--- config.mk ---
export PLATFORM = sky130hd
export DESIGN_NAME = ioh_core
export DESIGN_NICKNAME = d
export VERILOG_FILES = /design/src/core/ioh_pkg.sv /design/src/core/ioh_irq_if.sv /design/src/core/ioh_core.sv /design/src/core/ioh_pulse.sv /design/src/core/ioh_irq.sv
export SDC_FILE = /design/constraint.sdc
export NUM_CORES = 1
export LEC_CHECK = 0
export BUFFER_PORTS_ARGS = -buffer_cell sky130_fd_sc_hd__clkbuf_2
export CORE_MARGIN = 2
export CORE_UTILIZATION = 35
export CTS_BUF_LIST = sky130_fd_sc_hd__clkbuf_4 sky130_fd_sc_hd__clkbuf_8 sky130_fd_sc_hd__clkbuf_16
export DETAILED_ROUTE_END_ITERATION = 7
export GPL_TIMING_DRIVEN = 0
export PLACE_DENSITY = 0.55
export SLEW_MARGIN = 10
export SYNTH_ARGS = -nofsm -noshare
export SYNTH_HDL_FRONTEND = slang
export SYNTH_SLANG_ARGS = --single-unit
--- constraint.sdc ---
create_clock -name clk -period 4.6 [get_ports clk]
set_input_delay 0.23 -clock clk [delete_from_list [all_inputs] [get_ports clk]]
set_output_delay 0.23 -clock clk [all_outputs]
set_load 0.02 [all_outputs]
--- src/core/ioh_pkg.sv ---
// shared constants and state types for the io unit return-signal block
package ioh_pkg;
  localparam int          CLK_NS     = 5;
  localparam int          PULSE_NS   = 100;
  localparam int          PULSE_CYC  = (PULSE_NS + CLK_NS - 1) / CLK_NS;
  localparam int          N_CHAN     = 8;
  localparam int          CC_W       = 2;
  localparam int          SMASK_W    = 4;
  localparam int          SMASK_LSB  = 16;
  localparam logic [1:0]  CC_RST     = 2'h0;
  localparam int          CH_IDX_W   = 3;

  typedef enum logic [2:0] {
    ST_IDLE   = 3'h0,
    ST_INSTR  = 3'h1,
    ST_MC_REQ = 3'h3,
    ST_LOGOUT = 3'h2,
    ST_BKSP   = 3'h6
  } ioh_state_t;

  typedef enum logic [1:0] {
    IR_IDLE  = 2'h0,
    IR_WAIT  = 2'h1,
    IR_STORE = 2'h3
  } ioh_irq_state_t;
endpackage : ioh_pkg

--- src/core/ioh_irq_if.sv ---
// carrier between the core and its io interrupt sequencer
`timescale 1ns/1ps
interface ioh_irq_if #(parameter int N = 8, parameter int IW = 3);
  logic [N-1:0]  change;
  logic [N-1:0]  chmask;
  logic [3:0]    sysmask;
  logic          permit;
  logic          store_done;
  logic          halt;
  logic          req;
  logic          done;
  logic          store_go;
  logic [IW-1:0] store_ch;
  logic [3:0]    store_mask;

  modport core (output change, output chmask, output sysmask, output permit,
                output store_done, output halt, input req, input done,
                input store_go, input store_ch, input store_mask);
  modport irq  (input change, input chmask, input sysmask, input permit,
                input store_done, input halt, output req, output done,
                output store_go, output store_ch, output store_mask);
endinterface : ioh_irq_if

--- src/core/ioh_core.sv ---
// io unit return-signal generator toward its controlling host
// Function
// - drive two-bit condition code at end of each io operation
// - config response after connect only when control register parity is good
// - same response acknowledges set-translation when connected and both masks good
// - general response on cc valid, load done, interrupt stored, logout done
// - check response on parity error from host control bus
// - time-out reset while instruction pending but unit busy moving data
// - prefix lockout on no storage reply or stopped storage module
// - test-load complete once the requested backspace finishes
// - io processor can drive the external interrupt request line
// - signal host on each channel branch command
// - signal host on each interrecord gap
// - element check pulse on mask parity error or logout-needing error
// - element check held level when common-logic logout cannot complete
// - battery line static on battery, pulsed on connect parity error
// - temperature alarm line follows out-of-bounds thermal sense
// - io interrupt request on status change only for enabled channels
// - wait for permit, then store status, address, mask bits 16-19
// - common logic error halts unit and raises machine-check request when idle or running an instruction
// - time-out reset held during logout; host waits response then swaps status
// - backspace moves the test tape back exactly one record
`timescale 1ns/1ps
module ioh_core #(
  parameter int N_CHAN    = ioh_pkg::N_CHAN,
  parameter int PULSE_CYC = ioh_pkg::PULSE_CYC
) (
  input  wire logic                         clk,
  input  wire logic                         reset,
  // host side requests
  input  wire logic                         instr_req,
  input  wire logic                         initial_load_done,
  input  wire logic                         io_permit,
  input  wire logic                         mc_permit,
  input  wire logic                         backspace_req,
  input  wire logic [ioh_pkg::SMASK_W-1:0]  sysmask,
  input  wire logic [N_CHAN-1:0]            chan_mask,
  // unit internal events
  input  wire logic                         instr_done,
  input  wire logic [ioh_pkg::CC_W-1:0]     instr_cc,
  input  wire logic                         data_busy,
  input  wire logic                         config_connect,
  input  wire logic                         config_parity_ok,
  input  wire logic                         set_translation,
  input  wire logic                         host_connected,
  input  wire logic                         mask1_ok,
  input  wire logic                         mask2_ok,
  input  wire logic                         bus_parity_err,
  input  wire logic                         prefix_access,
  input  wire logic                         storage_no_reply,
  input  wire logic                         storage_stopped,
  input  wire logic                         io_proc_ext_irq,
  input  wire logic                         channel_branch_cmd,
  input  wire logic                         record_gap,
  input  wire logic                         logout_error,
  input  wire logic                         on_battery,
  input  wire logic                         temp_out_of_bounds,
  input  wire logic [N_CHAN-1:0]            chan_status_change,
  input  wire logic                         store_done,
  input  wire logic                         common_logic_error,
  input  wire logic                         logout_done,
  input  wire logic                         logout_blocked,
  // return lines to host
  output logic [ioh_pkg::CC_W-1:0]          condition_code,
  output logic                              config_resp,
  output logic                              response,
  output logic                              check_resp,
  output logic                              timeout_reset,
  output logic                              prefix_lockout,
  output logic                              test_load_done,
  output logic                              ext_irq_req,
  output logic                              channel_branch,
  output logic                              gap,
  output logic                              unit_error_flag,
  output logic                              battery_flag,
  output logic                              temp_alarm,
  output logic                              io_irq_req,
  output logic                              mc_irq_req,
  // unit internal commands
  output logic                              unit_halt,
  output logic                              logout_go,
  output logic                              tape_step_back,
  output logic                              status_store_go,
  output logic [ioh_pkg::CH_IDX_W-1:0]      status_store_ch,
  output logic [ioh_pkg::SMASK_W-1:0]       status_store_mask
);
  ioh_pkg::ioh_state_t st_r, st_nxt;
  logic [ioh_pkg::CC_W-1:0] cc_r, cc_nxt;
  logic resp_r, resp_nxt;
  logic cfg_r, cfg_nxt;
  logic chk_r, chk_nxt;
  logic tor_r, tor_nxt;
  logic lock_r, lock_nxt;
  logic tld_r, tld_nxt;
  logic ext_r, ext_nxt;
  logic tic_r, tic_nxt;
  logic gap_r, gap_nxt;
  logic temp_r, temp_nxt;
  logic mcr_r, mcr_nxt;
  logic halt_r, halt_nxt;
  logic lgo_r, lgo_nxt;
  logic step_r, step_nxt;
  logic seen_r, seen_nxt;
  logic elc_hold_r, elc_hold_nxt;
  logic elc_trig, bat_trig;

  ioh_irq_if #(.N(N_CHAN), .IW(ioh_pkg::CH_IDX_W)) irq_bus ();

  assign irq_bus.change     = chan_status_change;
  assign irq_bus.chmask     = chan_mask;
  assign irq_bus.sysmask    = sysmask;
  assign irq_bus.permit     = io_permit;
  assign irq_bus.store_done = store_done;
  assign irq_bus.halt       = halt_r;

  ioh_irq #(.N(N_CHAN), .IW(ioh_pkg::CH_IDX_W)) u_irq (
    .clk   (clk),
    .reset (reset),
    .bus   (irq_bus.irq)
  );

  // element check: pulse per event, level once logout is impossible
  assign elc_trig = (set_translation && !(mask1_ok && mask2_ok)) || logout_error;
  assign bat_trig = config_connect && !config_parity_ok;

  ioh_pulse #(.LEN(PULSE_CYC)) u_elc (
    .clk   (clk),
    .reset (reset),
    .trig  (elc_trig),
    .hold  (elc_hold_r),
    .out   (unit_error_flag)
  );

  ioh_pulse #(.LEN(PULSE_CYC)) u_bat (
    .clk   (clk),
    .reset (reset),
    .trig  (bat_trig),
    .hold  (on_battery),
    .out   (battery_flag)
  );

  always_comb begin
    st_nxt       = st_r;
    cc_nxt       = cc_r;
    tor_nxt      = 1'b0;
    mcr_nxt      = 1'b0;
    halt_nxt     = halt_r;
    lgo_nxt      = 1'b0;
    step_nxt     = 1'b0;
    tld_nxt      = 1'b0;
    elc_hold_nxt = elc_hold_r;
    // instruction line stays up until answered; do not run it twice
    seen_nxt     = seen_r && instr_req;
    resp_nxt     = initial_load_done || irq_bus.done;
    case (st_r)
      ioh_pkg::ST_IDLE: begin
        if (common_logic_error) begin
          halt_nxt = 1'b1;
          mcr_nxt  = 1'b1;
          st_nxt   = ioh_pkg::ST_MC_REQ;
        end else if (instr_req && !seen_r) begin
          st_nxt = ioh_pkg::ST_INSTR;
        end else if (backspace_req) begin
          step_nxt = 1'b1;
          st_nxt   = ioh_pkg::ST_BKSP;
        end
      end
      ioh_pkg::ST_INSTR: begin
        if (common_logic_error) begin
          halt_nxt = 1'b1;
          mcr_nxt  = 1'b1;
          st_nxt   = ioh_pkg::ST_MC_REQ;
        end else if (instr_done) begin
          cc_nxt   = instr_cc;
          resp_nxt = 1'b1;
          seen_nxt = 1'b1;
          st_nxt   = ioh_pkg::ST_IDLE;
        end else begin
          tor_nxt = data_busy;
        end
      end
      ioh_pkg::ST_MC_REQ: begin
        mcr_nxt = 1'b1;
        if (mc_permit) begin
          mcr_nxt = 1'b0;
          lgo_nxt = 1'b1;
          tor_nxt = 1'b1;
          st_nxt  = ioh_pkg::ST_LOGOUT;
        end
      end
      ioh_pkg::ST_LOGOUT: begin
        tor_nxt = 1'b1;
        if (logout_blocked) begin
          elc_hold_nxt = 1'b1;
          tor_nxt      = 1'b0;
          halt_nxt     = 1'b0;
          st_nxt       = ioh_pkg::ST_IDLE;
        end else if (logout_done) begin
          resp_nxt = 1'b1;
          tor_nxt  = 1'b0;
          halt_nxt = 1'b0;
          st_nxt   = ioh_pkg::ST_IDLE;
        end
      end
      ioh_pkg::ST_BKSP: begin
        // one record back: the first gap seen ends the move
        if (record_gap) begin
          tld_nxt = 1'b1;
          st_nxt  = ioh_pkg::ST_IDLE;
        end
      end
      default: st_nxt = ioh_pkg::ST_IDLE;
    endcase
  end

  always_comb begin
    cfg_nxt  = (config_connect && config_parity_ok)
               || (set_translation && host_connected && mask1_ok && mask2_ok);
    chk_nxt  = bus_parity_err;
    lock_nxt = prefix_access && (storage_no_reply || storage_stopped);
    ext_nxt  = io_proc_ext_irq;
    tic_nxt  = channel_branch_cmd;
    gap_nxt  = record_gap;
    temp_nxt = temp_out_of_bounds;
  end

  always_ff @(posedge clk) begin
    if (reset) begin
      st_r       <= ioh_pkg::ST_IDLE;
      cc_r       <= ioh_pkg::CC_RST;
      resp_r     <= 1'b0;
      tor_r      <= 1'b0;
      mcr_r      <= 1'b0;
      halt_r     <= 1'b0;
      lgo_r      <= 1'b0;
      step_r     <= 1'b0;
      tld_r      <= 1'b0;
      seen_r     <= 1'b0;
      elc_hold_r <= 1'b0;
    end else begin
      st_r       <= st_nxt;
      cc_r       <= cc_nxt;
      resp_r     <= resp_nxt;
      tor_r      <= tor_nxt;
      mcr_r      <= mcr_nxt;
      halt_r     <= halt_nxt;
      lgo_r      <= lgo_nxt;
      step_r     <= step_nxt;
      tld_r      <= tld_nxt;
      seen_r     <= seen_nxt;
      elc_hold_r <= elc_hold_nxt;
    end
  end

  always_ff @(posedge clk) begin
    if (reset) begin
      cfg_r  <= 1'b0;
      chk_r  <= 1'b0;
      lock_r <= 1'b0;
      ext_r  <= 1'b0;
      tic_r  <= 1'b0;
      gap_r  <= 1'b0;
      temp_r <= 1'b0;
    end else begin
      cfg_r  <= cfg_nxt;
      chk_r  <= chk_nxt;
      lock_r <= lock_nxt;
      ext_r  <= ext_nxt;
      tic_r  <= tic_nxt;
      gap_r  <= gap_nxt;
      temp_r <= temp_nxt;
    end
  end

  assign condition_code    = cc_r;
  assign config_resp       = cfg_r;
  assign response          = resp_r;
  assign check_resp        = chk_r;
  assign timeout_reset     = tor_r;
  assign prefix_lockout    = lock_r;
  assign test_load_done    = tld_r;
  assign ext_irq_req       = ext_r;
  assign channel_branch    = tic_r;
  assign gap               = gap_r;
  assign temp_alarm        = temp_r;
  assign io_irq_req        = irq_bus.req;
  assign mc_irq_req        = mcr_r;
  assign unit_halt         = halt_r;
  assign logout_go         = lgo_r;
  assign tape_step_back    = step_r;
  assign status_store_go   = irq_bus.store_go;
  assign status_store_ch   = irq_bus.store_ch;
  assign status_store_mask = irq_bus.store_mask;

  a_cc_loaded: assert property (@(posedge clk) disable iff (reset)
    (st_r == ioh_pkg::ST_INSTR && instr_done && !common_logic_error)
    |=> response && condition_code == $past(instr_cc)) else $error("cc not loaded");
  a_cfg_parity: assert property (@(posedge clk) disable iff (reset)
    (config_connect && !config_parity_ok && !set_translation) |=> !config_resp)
    else $error("config response despite parity error");
  a_set_translation_ack: assert property (@(posedge clk) disable iff (reset)
    (set_translation && !(host_connected && mask1_ok && mask2_ok) && !config_connect)
    |=> !config_resp) else $error("translation ack without good masks");
  a_check_resp: assert property (@(posedge clk) disable iff (reset)
    bus_parity_err |=> check_resp) else $error("bus parity error not reported");
  a_busy_tor: assert property (@(posedge clk) disable iff (reset)
    (st_r == ioh_pkg::ST_INSTR && data_busy && !instr_done && !common_logic_error)
    |=> timeout_reset) else $error("no time-out reset while busy");
  a_lockout: assert property (@(posedge clk) disable iff (reset)
    prefix_access && storage_stopped |=> prefix_lockout) else $error("lockout missing");
  a_bksp_done: assert property (@(posedge clk) disable iff (reset)
    test_load_done |-> $past(st_r) == ioh_pkg::ST_BKSP && $past(record_gap))
    else $error("test-load done without a record");
  a_elc_level: assert property (@(posedge clk) disable iff (reset)
    (st_r == ioh_pkg::ST_LOGOUT && logout_blocked) |=> ##1 unit_error_flag [*8])
    else $error("element check not held");
  a_mc_request: assert property (@(posedge clk) disable iff (reset)
    (st_r == ioh_pkg::ST_IDLE && common_logic_error) |=> mc_irq_req && unit_halt)
    else $error("machine-check request missing");
  a_logout_tor: assert property (@(posedge clk) disable iff (reset)
    $rose(logout_go) |-> timeout_reset throughout (##[0:1] 1'b1))
    else $error("time-out reset dropped at logout start");
endmodule : ioh_core

--- src/core/ioh_pulse.sv ---
// fixed-length pulse driver with an override level
`timescale 1ns/1ps
module ioh_pulse #(
  parameter int LEN = 20
) (
  input  wire logic clk,
  input  wire logic reset,
  input  wire logic trig,
  input  wire logic hold,
  output logic      out
);
  logic [15:0] cnt_r;
  logic [15:0] cnt_nxt;
  logic        out_r;
  logic        out_nxt;

  always_comb begin
    cnt_nxt = (cnt_r != 16'h0000) ? cnt_r - 16'h0001 : 16'h0000;
    if (trig) begin
      cnt_nxt = 16'(LEN - 1);
    end
    out_nxt = hold | trig | (cnt_r != 16'h0000);
  end

  always_ff @(posedge clk) begin
    if (reset) begin
      cnt_r <= 16'h0000;
      out_r <= 1'b0;
    end else begin
      cnt_r <= cnt_nxt;
      out_r <= out_nxt;
    end
  end

  assign out = out_r;

  a_pulse_starts: assert property (@(posedge clk) disable iff (reset)
    trig |=> out) else $error("pulse did not start after trigger");
  // a retrigger or hold in the last cycle legally stretches the pulse
  a_pulse_ends: assert property (@(posedge clk) disable iff (reset)
    (cnt_r == 16'h0001 && !hold && !trig) ##1 (!hold && !trig) |=> !out)
    else $error("pulse overran its length");
endmodule : ioh_pulse

--- src/core/ioh_irq.sv ---
// io interrupt request, permit wait and status store sequencing
`timescale 1ns/1ps
module ioh_irq #(
  parameter int N  = 8,
  parameter int IW = 3
) (
  input  wire logic clk,
  input  wire logic reset,
  ioh_irq_if.irq    bus
);
  ioh_pkg::ioh_irq_state_t st_r, st_nxt;
  logic [N-1:0]  pend_r, pend_nxt;
  logic [IW-1:0] ch_r, ch_nxt;
  logic [3:0]    mask_r, mask_nxt;
  logic          go_r, go_nxt;
  logic          done_r, done_nxt;
  logic [N-1:0]  live;
  logic [N-1:0]  clr;
  logic [IW-1:0] pick;

  always_comb begin
    live     = pend_r & bus.chmask;
    pick     = '0;
    for (int i = N - 1; i >= 0; i--) begin
      if (live[i]) pick = IW'(i);
    end
    st_nxt   = st_r;
    ch_nxt   = ch_r;
    mask_nxt = mask_r;
    go_nxt   = 1'b0;
    done_nxt = 1'b0;
    clr      = '0;
    case (st_r)
      ioh_pkg::IR_IDLE: begin
        if (|live && !bus.halt) st_nxt = ioh_pkg::IR_WAIT;
      end
      ioh_pkg::IR_WAIT: begin
        if (bus.permit && |live) begin
          ch_nxt    = pick;
          mask_nxt  = bus.sysmask;
          go_nxt    = 1'b1;
          clr[pick] = 1'b1;
          st_nxt    = ioh_pkg::IR_STORE;
        end else if (!(|live) || bus.halt) begin
          st_nxt = ioh_pkg::IR_IDLE;
        end
      end
      ioh_pkg::IR_STORE: begin
        if (bus.store_done) begin
          done_nxt = 1'b1;
          st_nxt   = ioh_pkg::IR_IDLE;
        end
      end
      default: st_nxt = ioh_pkg::IR_IDLE;
    endcase
    // a change arriving with its own clear stays pending
    pend_nxt = (pend_r & ~clr) | bus.change;
  end

  always_ff @(posedge clk) begin
    if (reset) begin
      st_r   <= ioh_pkg::IR_IDLE;
      pend_r <= '0;
      ch_r   <= '0;
      mask_r <= 4'h0;
      go_r   <= 1'b0;
      done_r <= 1'b0;
    end else begin
      st_r   <= st_nxt;
      pend_r <= pend_nxt;
      ch_r   <= ch_nxt;
      mask_r <= mask_nxt;
      go_r   <= go_nxt;
      done_r <= done_nxt;
    end
  end

  assign bus.req        = (st_r == ioh_pkg::IR_WAIT) && |live;
  assign bus.done       = done_r;
  assign bus.store_go   = go_r;
  assign bus.store_ch   = ch_r;
  assign bus.store_mask = mask_r;

  a_irq_masked: assert property (@(posedge clk) disable iff (reset)
    bus.req |-> |(pend_r & bus.chmask)) else $error("request for masked channel");
  a_irq_raised: assert property (@(posedge clk) disable iff (reset)
    (|live && !bus.halt && st_r == ioh_pkg::IR_IDLE)
    |=> bus.req || !(|live) || bus.halt) else $error("enabled change not requested");
  a_store_permit: assert property (@(posedge clk) disable iff (reset)
    $rose(go_r) |-> $past(bus.permit)) else $error("store without permit");
endmodule : ioh_irq

==> impl_metrics.csv, run 1 <==
group,metric,value,unit
grt,grt.total_usage,15.6,%
yosys,synthArstFlopShare,0,%
die,ios,78,
detailed_routing,vias,2822,
worst_setup_path,reg2regPathDepth,7,
clock_network,clk_latency,340,ps
sta,post-route-period-util,56.0,%
sta,slew_headroom,29.7,%
pwr,p_sw_share,33.0,%
worst_setup_path,critical_path.endpoint,"u_bat.cnt_r[15]",
yosys,ys_seq_area_share,47.3,%
yosys,synth_top_cell_area_share,47.3,%
detailed_routing,drc,0,
worst_hold_path,hold_path_class,"primary input to flip-flop",
worst_setup_path,r2r-start,"u_bat.cnt_r[0]",
grt,grt_max_degree,12,
die,dieArea,9730,um2
layout,fin_area,3860,um2
pwr,p_leak,0.00162,uW
place,gp_congestion,0.742,
sta,period_minus_slack,2580,ps
clock_network,cts.sinks,74,
sta,rsz0062_at_grt,"false",
grt,grt_antenna_before_repair,0,
layout,area_growth,23.1,%
pwr,pwr-share-comb,29.7,%
place,io_buffers,76,
pwr,power_switching,630,uW
layout,diodes,0,
die,die_y,98.6,um
worst_hold_path,holdPathStages,2,
worst_setup_path,worstPathMaxFanout,10,
run,cap_viol_max_count,0,
detailed_routing,wl_met1,3560,um
detailed_routing,wl_met3,289,um
sta,setup_viol,0,
layout,mostFrequentLayoutCells,"clkbuf_2, dfxtp_1, nor2_1",
yosys,syn-cell-area,3130,um2
detailed_routing,top_layer,"met4",
detailed_routing,wl_per_cell,13.5,um
clock_network,root_buffer,"clkbuf_8",
die,start_util,35.9,%
yosys,synthFlopType,"dfxtp_1",
yosys,netlist_instances,349,
detailed_routing,wl,7400,um
die,rows,34,
detailed_routing,via_per_inst,5.14,
die,core-area,8720,um2
pwr,clockPowerShare,27.6,%
sta,timing.fmax,0.388,GHz
worst_setup_path,rrSetupSlack,2020,ps
run_status,outcome,"finished, final reports clean",
yosys,avgSynthCellArea,8.98,um2
detailed_routing,dr.pass1.iters,4,
clock_network,htree_num_levels,3,
grt,grt_pass1_wl,12400,um
clock_network,cts_tree,"yes",
detailed_routing,antenna_left,0,
die,die_w,98.6,um
worst_setup_path,crit_start,"u_bat.cnt_r[0]",
clock_network,post_cts_buffers,0,
pwr,internal_power,1280,uW
grt,overflow,0,
clock_network,clockBufferDepth,2,
worst_setup_path,r2r-end,"u_bat.cnt_r[15]",
detailed_routing,drt_iter0_markers,75,
yosys,synth.distinct_cells,56,
yosys,synth_nets,402,
layout,drive_gt1_share,23.4,%
yosys,synth_area_leaders,"dfxtp_1, nor2_1, a21oi_1, xnor2_1, a211oi_1",
yosys,synth.ff_latch_count,74,
yosys,synth_top_area_cell,"dfxtp_1",
place,placed_area,3650,um2
clock_network,cts_resized,0,
worst_setup_path,start_kind,"flip-flop",
grt,grt_pass1_vias,2622,
clock_network,cts_hold_buf,0,
layout,final_common_cell,"clkbuf_2",
sta,fin_tns_setup,0,ps
worst_setup_path,crit_type,"flip-flop to flip-flop",
pwr,peakVddDrop,0.212,mV
sta,worst_slew_pin_slew,1040,ps
yosys,yosysWarnings,0,
sta,maxSlewViolCount,0,
worst_setup_path,worst_ep_arrival_time,2800,ps
layout,nets,489,
detailed_routing,wl_met2,3490,um
worst_setup_path,critPathCaptureType,"flip-flop",
sta,hold_violations,0,
sta,clock_skew,12.8,ps
yosys,synth_edf_count,0,
pwr,seqPwrFrac,42.7,%
worst_setup_path,required,4820,ps
clock_network,path_clk_slew,80,ps
pwr,cellPowerDensity,495,nW/um2
layout,fillers,878,
place,post-dp-hpwl,5450,um
clock_network,numCtsBuffers,9,
worst max-delay path: stages, from the launching register on:
cell	delay [ps]
dfxtp_1	340
inv_1	60
ha_1	190
nor4b_1	850
nand2_1	270
o211ai_1	440
buf_4	260
a21oi_1	60
worst min path at each step:
| stage | start | to | slack (ps) |
|---|---|---|---|
| after detailed placement | io_proc_ext_irq | ext_irq_req | 440 |
| after CTS | temp_out_of_bounds | temp_alarm | 80 |
| final | channel_branch_cmd | channel_branch | 90 |
| after global routing | temp_out_of_bounds | temp_alarm | 90 |
| after floorplan | chan_status_change[0] | u_irq.pend_r[0] | 350 |
| after global placement | chan_status_change[1] | u_irq.pend_r[1] | 440 |
flip-flops by register name, summed over array words and instances (netlist names), 2 cells and up:
register              count
u_irq.st_r                2
st_r                      3
u_bat.cnt_r              16
u_irq.bus.store_ch        3
condition_code            2
u_elc.cnt_r              16
u_irq.bus.store_mask      4
u_irq.pend_r              8
through the flow:
step / cells / total power (uW) / util (%) / hold WS [ps] / setup WS, ps
3_5_place_dp: 533 / 1400 / 41.9 / 445 / 2060
6_report: 549 / 1910 / 44.2 / 92.8 / 2020
2_1_floorplan: 349 / 1250 / - / 347 / 2520
3_3_place_gp: 533 / 1390 / 41.9 / 440 / 2000
5_1_grt: 549 / 2050 / 44.2 / 86.7 / 1820
4_1_cts: 549 / 1930 / 44.2 / 77.5 / 2040
kinds of logic after synthesis:
| logic type | Yosys count | share of synthesized area [%] |
|---|---|---|
| XOR/XNOR | 18 | 5.03 |
| AO/OA/AOI/OAI | 81 | 17.7 |
| flip-flops | 74 | 47.3 |
| AND/OR/NAND/NOR | 145 | 24.1 |
| buffers and inverters | 23 | 3.19 |
| multiplexers | 6 | 1.92 |
| adder cells (fa/ha/maj) | 2 | 0.798 |
synthesized netlist by cell type (5+ instances only):
cell type,number
nor3_1,13
nor4_1,11
a211oi_1,10
nand2_1,14
dfxtp_1,74
a21oi_1,28
mux2i_1,6
xor2_1,5
o31ai_1,6
or3_1,6
nand2b_1,6
o21ai_0,8
clkbuf_1,9
inv_1,10
nor2b_1,7
xnor2_1,13
nor2_1,57
power by group through the flow:
| stage | Combinational (uW) | Sequential [uW] | Clock [uW] |
|---|---|---|---|
| floorplan | 424 | 828 | 0 |
| global placement | 560 | 826 | 0 |
| detailed placement | 568 | 827 | 0 |
| CTS | 570 | 814 | 545 |
| global route | 642 | 828 | 575 |
| finish | 567 | 816 | 528 |
layer usage:
layer / track usage, % / up-vias
met1: 20.4 / 1314
met3: 4.18 / 4
met5: 0 / -
met2: 25.7 / 60
met4: 3.79 / 0
li1: - / 1444
final cells by class:
cell class	instances	area, um2	area share [%]
clock buffers	14	174	4.51
multi-input cells	252	1550	40.2
inverters	10	37.5	0.973
clock inverters	2	35.0	0.908
plain buffers	13	62.6	1.62
repair buffers	76	380	9.86
flip-flops and latches	74	1480	38.4
well taps	108	135	3.50
Power figures use the tool's default switching activity.
==> run 2: changes to the inputs <==
Settings changed: PLACE_DENSITY 0.55 to 0.58.
Clock period 4.6 ns to 2.25 ns, I/O delays scaled along.
==> run 2 against run 1 <==
- via count grew 2.9%
- critical path depth up 1
- count of clock-buffer cells in the layout down 5
- sequential cell count unchanged
- final cell count is 3.5% higher
- power increased by 120%
- sequential share of layout area is 2.5 points lower
- clock power grew to 2.6 times the previous value
- clock skew is 6.2 ps lower
- final area increased by 7.1%
- largest cell class unchanged
==> impl_metrics.csv, run 2 (synthesized netlist as in run 1, its figures left out) <==
group,metric,value,unit
run_status,outcome,"finished, final reports clean",
grt,grt_max_degree,14,
detailed_routing,wl,7730,um
worst_setup_path,r2r-end,"u_elc.cnt_r[10]",
worst_setup_path,r2r-start,"u_elc.cnt_r[0]",
place,gp_congestion,0.811,
sta,setup_viol,0,
grt,grt_pass1_wl,12900,um
layout,reg.largest.list,"u_bat.cnt_r (16), u_elc.cnt_r (16), u_irq.pend_r (8)",
pwr,pwr-share-comb,28.8,%
clock_network,path_clk_slew,80,ps
layout,fillers,863,
worst_hold_path,hold_path_class,"primary input to flip-flop",
pwr,p_sw_share,31.9,%
detailed_routing,dr.pass1.iters,4,
layout,mostFrequentLayoutCells,"clkbuf_2, dfxtp_1, nor2_1",
layout,nets,508,
worst_setup_path,worstPathMaxFanout,8,
detailed_routing,antenna_left,0,
grt,grt.total_usage,16.3,%
pwr,internal_power,2900,uW
layout,area_growth,31.9,%
sta,clock_skew,6.60,ps
detailed_routing,drt_iter0_markers,78,
sta,post-route-period-util,96.6,%
pwr,seqPwrFrac,39.5,%
place,io_buffers,76,
worst_setup_path,rrSetupSlack,80,ps
clock_network,clockBufferDepth,2,
sta,maxSlewViolCount,0,
worst_setup_path,critPathCaptureType,"flip-flop",
clock_network,htree_num_levels,3,
place,post-dp-hpwl,5510,um
pwr,power_switching,1360,uW
sta,period_minus_slack,2170,ps
detailed_routing,via_per_inst,5.11,
grt,grt_pass1_vias,2757,
pwr,p_total,4270,uW
sta,fin_tns_setup,0,ps
worst_hold_path,holdPathStages,3,
clock_network,cts_tree,"yes",
sta,worst_slew_pin_slew,934,ps
place,placedCellCount,533,
sta,timing.fmax,0.460,GHz
die,dieArea,9730,um2
clock_network,root_buffer,"clkbuf_8",
layout,drive_gt1_share,24.6,%
pwr,clockPowerShare,31.8,%
detailed_routing,wl_per_cell,13.6,um
worst_setup_path,reg2regPathDepth,8,
worst_setup_path,crit_type,"flip-flop to flip-flop",
pwr,peakVddDrop,0.394,mV
pwr,cellPowerDensity,1030,nW/um2
clock_network,cts.sinks,74,
clock_network,clk_latency,350,ps
sta,slew_headroom,36.9,%
layout,stdcell_count,568,
detailed_routing,vias,2905,
clock_network,numCtsBuffers,9,
die,rows,34,
pwr,p_leak,0.00172,uW
die,start_util,35.9,%
grt,overflow,0,
detailed_routing,drc,0,
worst_hold_path,hp-start,"instr_cc[1]",
die,die_w,98.6,um
worst_setup_path,start_kind,"flip-flop",
run,cap_viol_max_count,0,
worst_setup_path,worst_ep_arrival_time,2420,ps
die,ios,78,
sta,hold_violations,0,
die,die_y,98.6,um
layout,diodes,0,
worst_hold_path,whs_endpoint,"condition_code[1]",
die,core-area,8720,um2
grt,grt_antenna_before_repair,0,
worst_setup_path,required,2490,ps
layout,final_common_cell,"clkbuf_2",
[run 2: worst max-delay path by stage]
| stage | slack (ps) | from | endpoint |
|---|---|---|---|
| final | 80 | u_elc.cnt_r[0] | u_elc.cnt_r[10] |
| after global routing | -7 | u_elc.cnt_r[1] | u_elc.cnt_r[11] |
| after CTS | 20 | u_elc.cnt_r[0] | u_elc.cnt_r[15] |
| after detailed placement | -270 | u_bat.cnt_r[0] | u_bat.cnt_r[15] |
| after global placement | -250 | u_bat.cnt_r[0] | u_bat.cnt_r[9] |
| after floorplan | 170 | u_elc.cnt_r[0] | u_elc.cnt_r[15] |
[run 2: critical path, cell delays in order, from the launching register on]
cell and delay [ps]:
dfxtp_2 340, inv_2 70, ha_4 130, or4b_4 450
buf_6 150, or3_4 390, o311ai_4 290, buf_4 200
nor2_1 40
[run 2: timing repair]
action | 4_1_cts | 5_1_grt
endpoints found under the setup margin | 26 | 23
gates cloned | 0 | 1
endpoints found under the hold margin | 13 | 0
hold buffers | 15 | 0
pin swaps | 1 | 3
resized for setup | 1 | 11
setup buffers | 1 | 2
[run 2: final cells by class]
cell class,instances,area (um2),share of cell area (%)
timing repair buffer,95,561,13.6
clock inverter,7,141,3.42
multi-input combinational,252,1580,38.3
buffer,13,68.8,1.66
inverter,10,37.5,0.908
tap,108,135,3.27
sequential,74,1480,35.9
clock buffer,9,124,3.00
[run 2: stage by stage]
step	setup slack, ps	utilization (%)	instance area [um2]	hold WS, ps
floorplan	172	-	3130	230
global placement	-253	41.9	3650	329
detailed placement	-267	41.9	3650	332
CTS	18.1	46.8	4080	0.222
global route	-6.60	47.4	4130	13.8
finish	77.6	47.4	4130	11.5
[run 2: power by group through the flow]
stage | Clock [uW] | Combinational [uW] | Sequential [uW]
final | 1360 | 1230 | 1680
after global routing | 1450 | 1380 | 1710
after CTS | 1390 | 1200 | 1670
after floorplan | 0 | 868 | 1690
after global placement | 0 | 1140 | 1690
after detailed placement | 0 | 1170 | 1690
[run 2: routing by layer]
| metal | part of all wire [%] | vias to the layer above | GRT usage [%] |
|---|---|---|---|
| li1 | - | 1484 | - |
| met1 | 48 | 1359 | 21.5 |
| met2 | 46 | 48 | 26.4 |
| met3 | 3.4 | 14 | 3.26 |
| met4 | 1.8 | 0 | 6.64 |
| met5 | 0 | - | 0 |
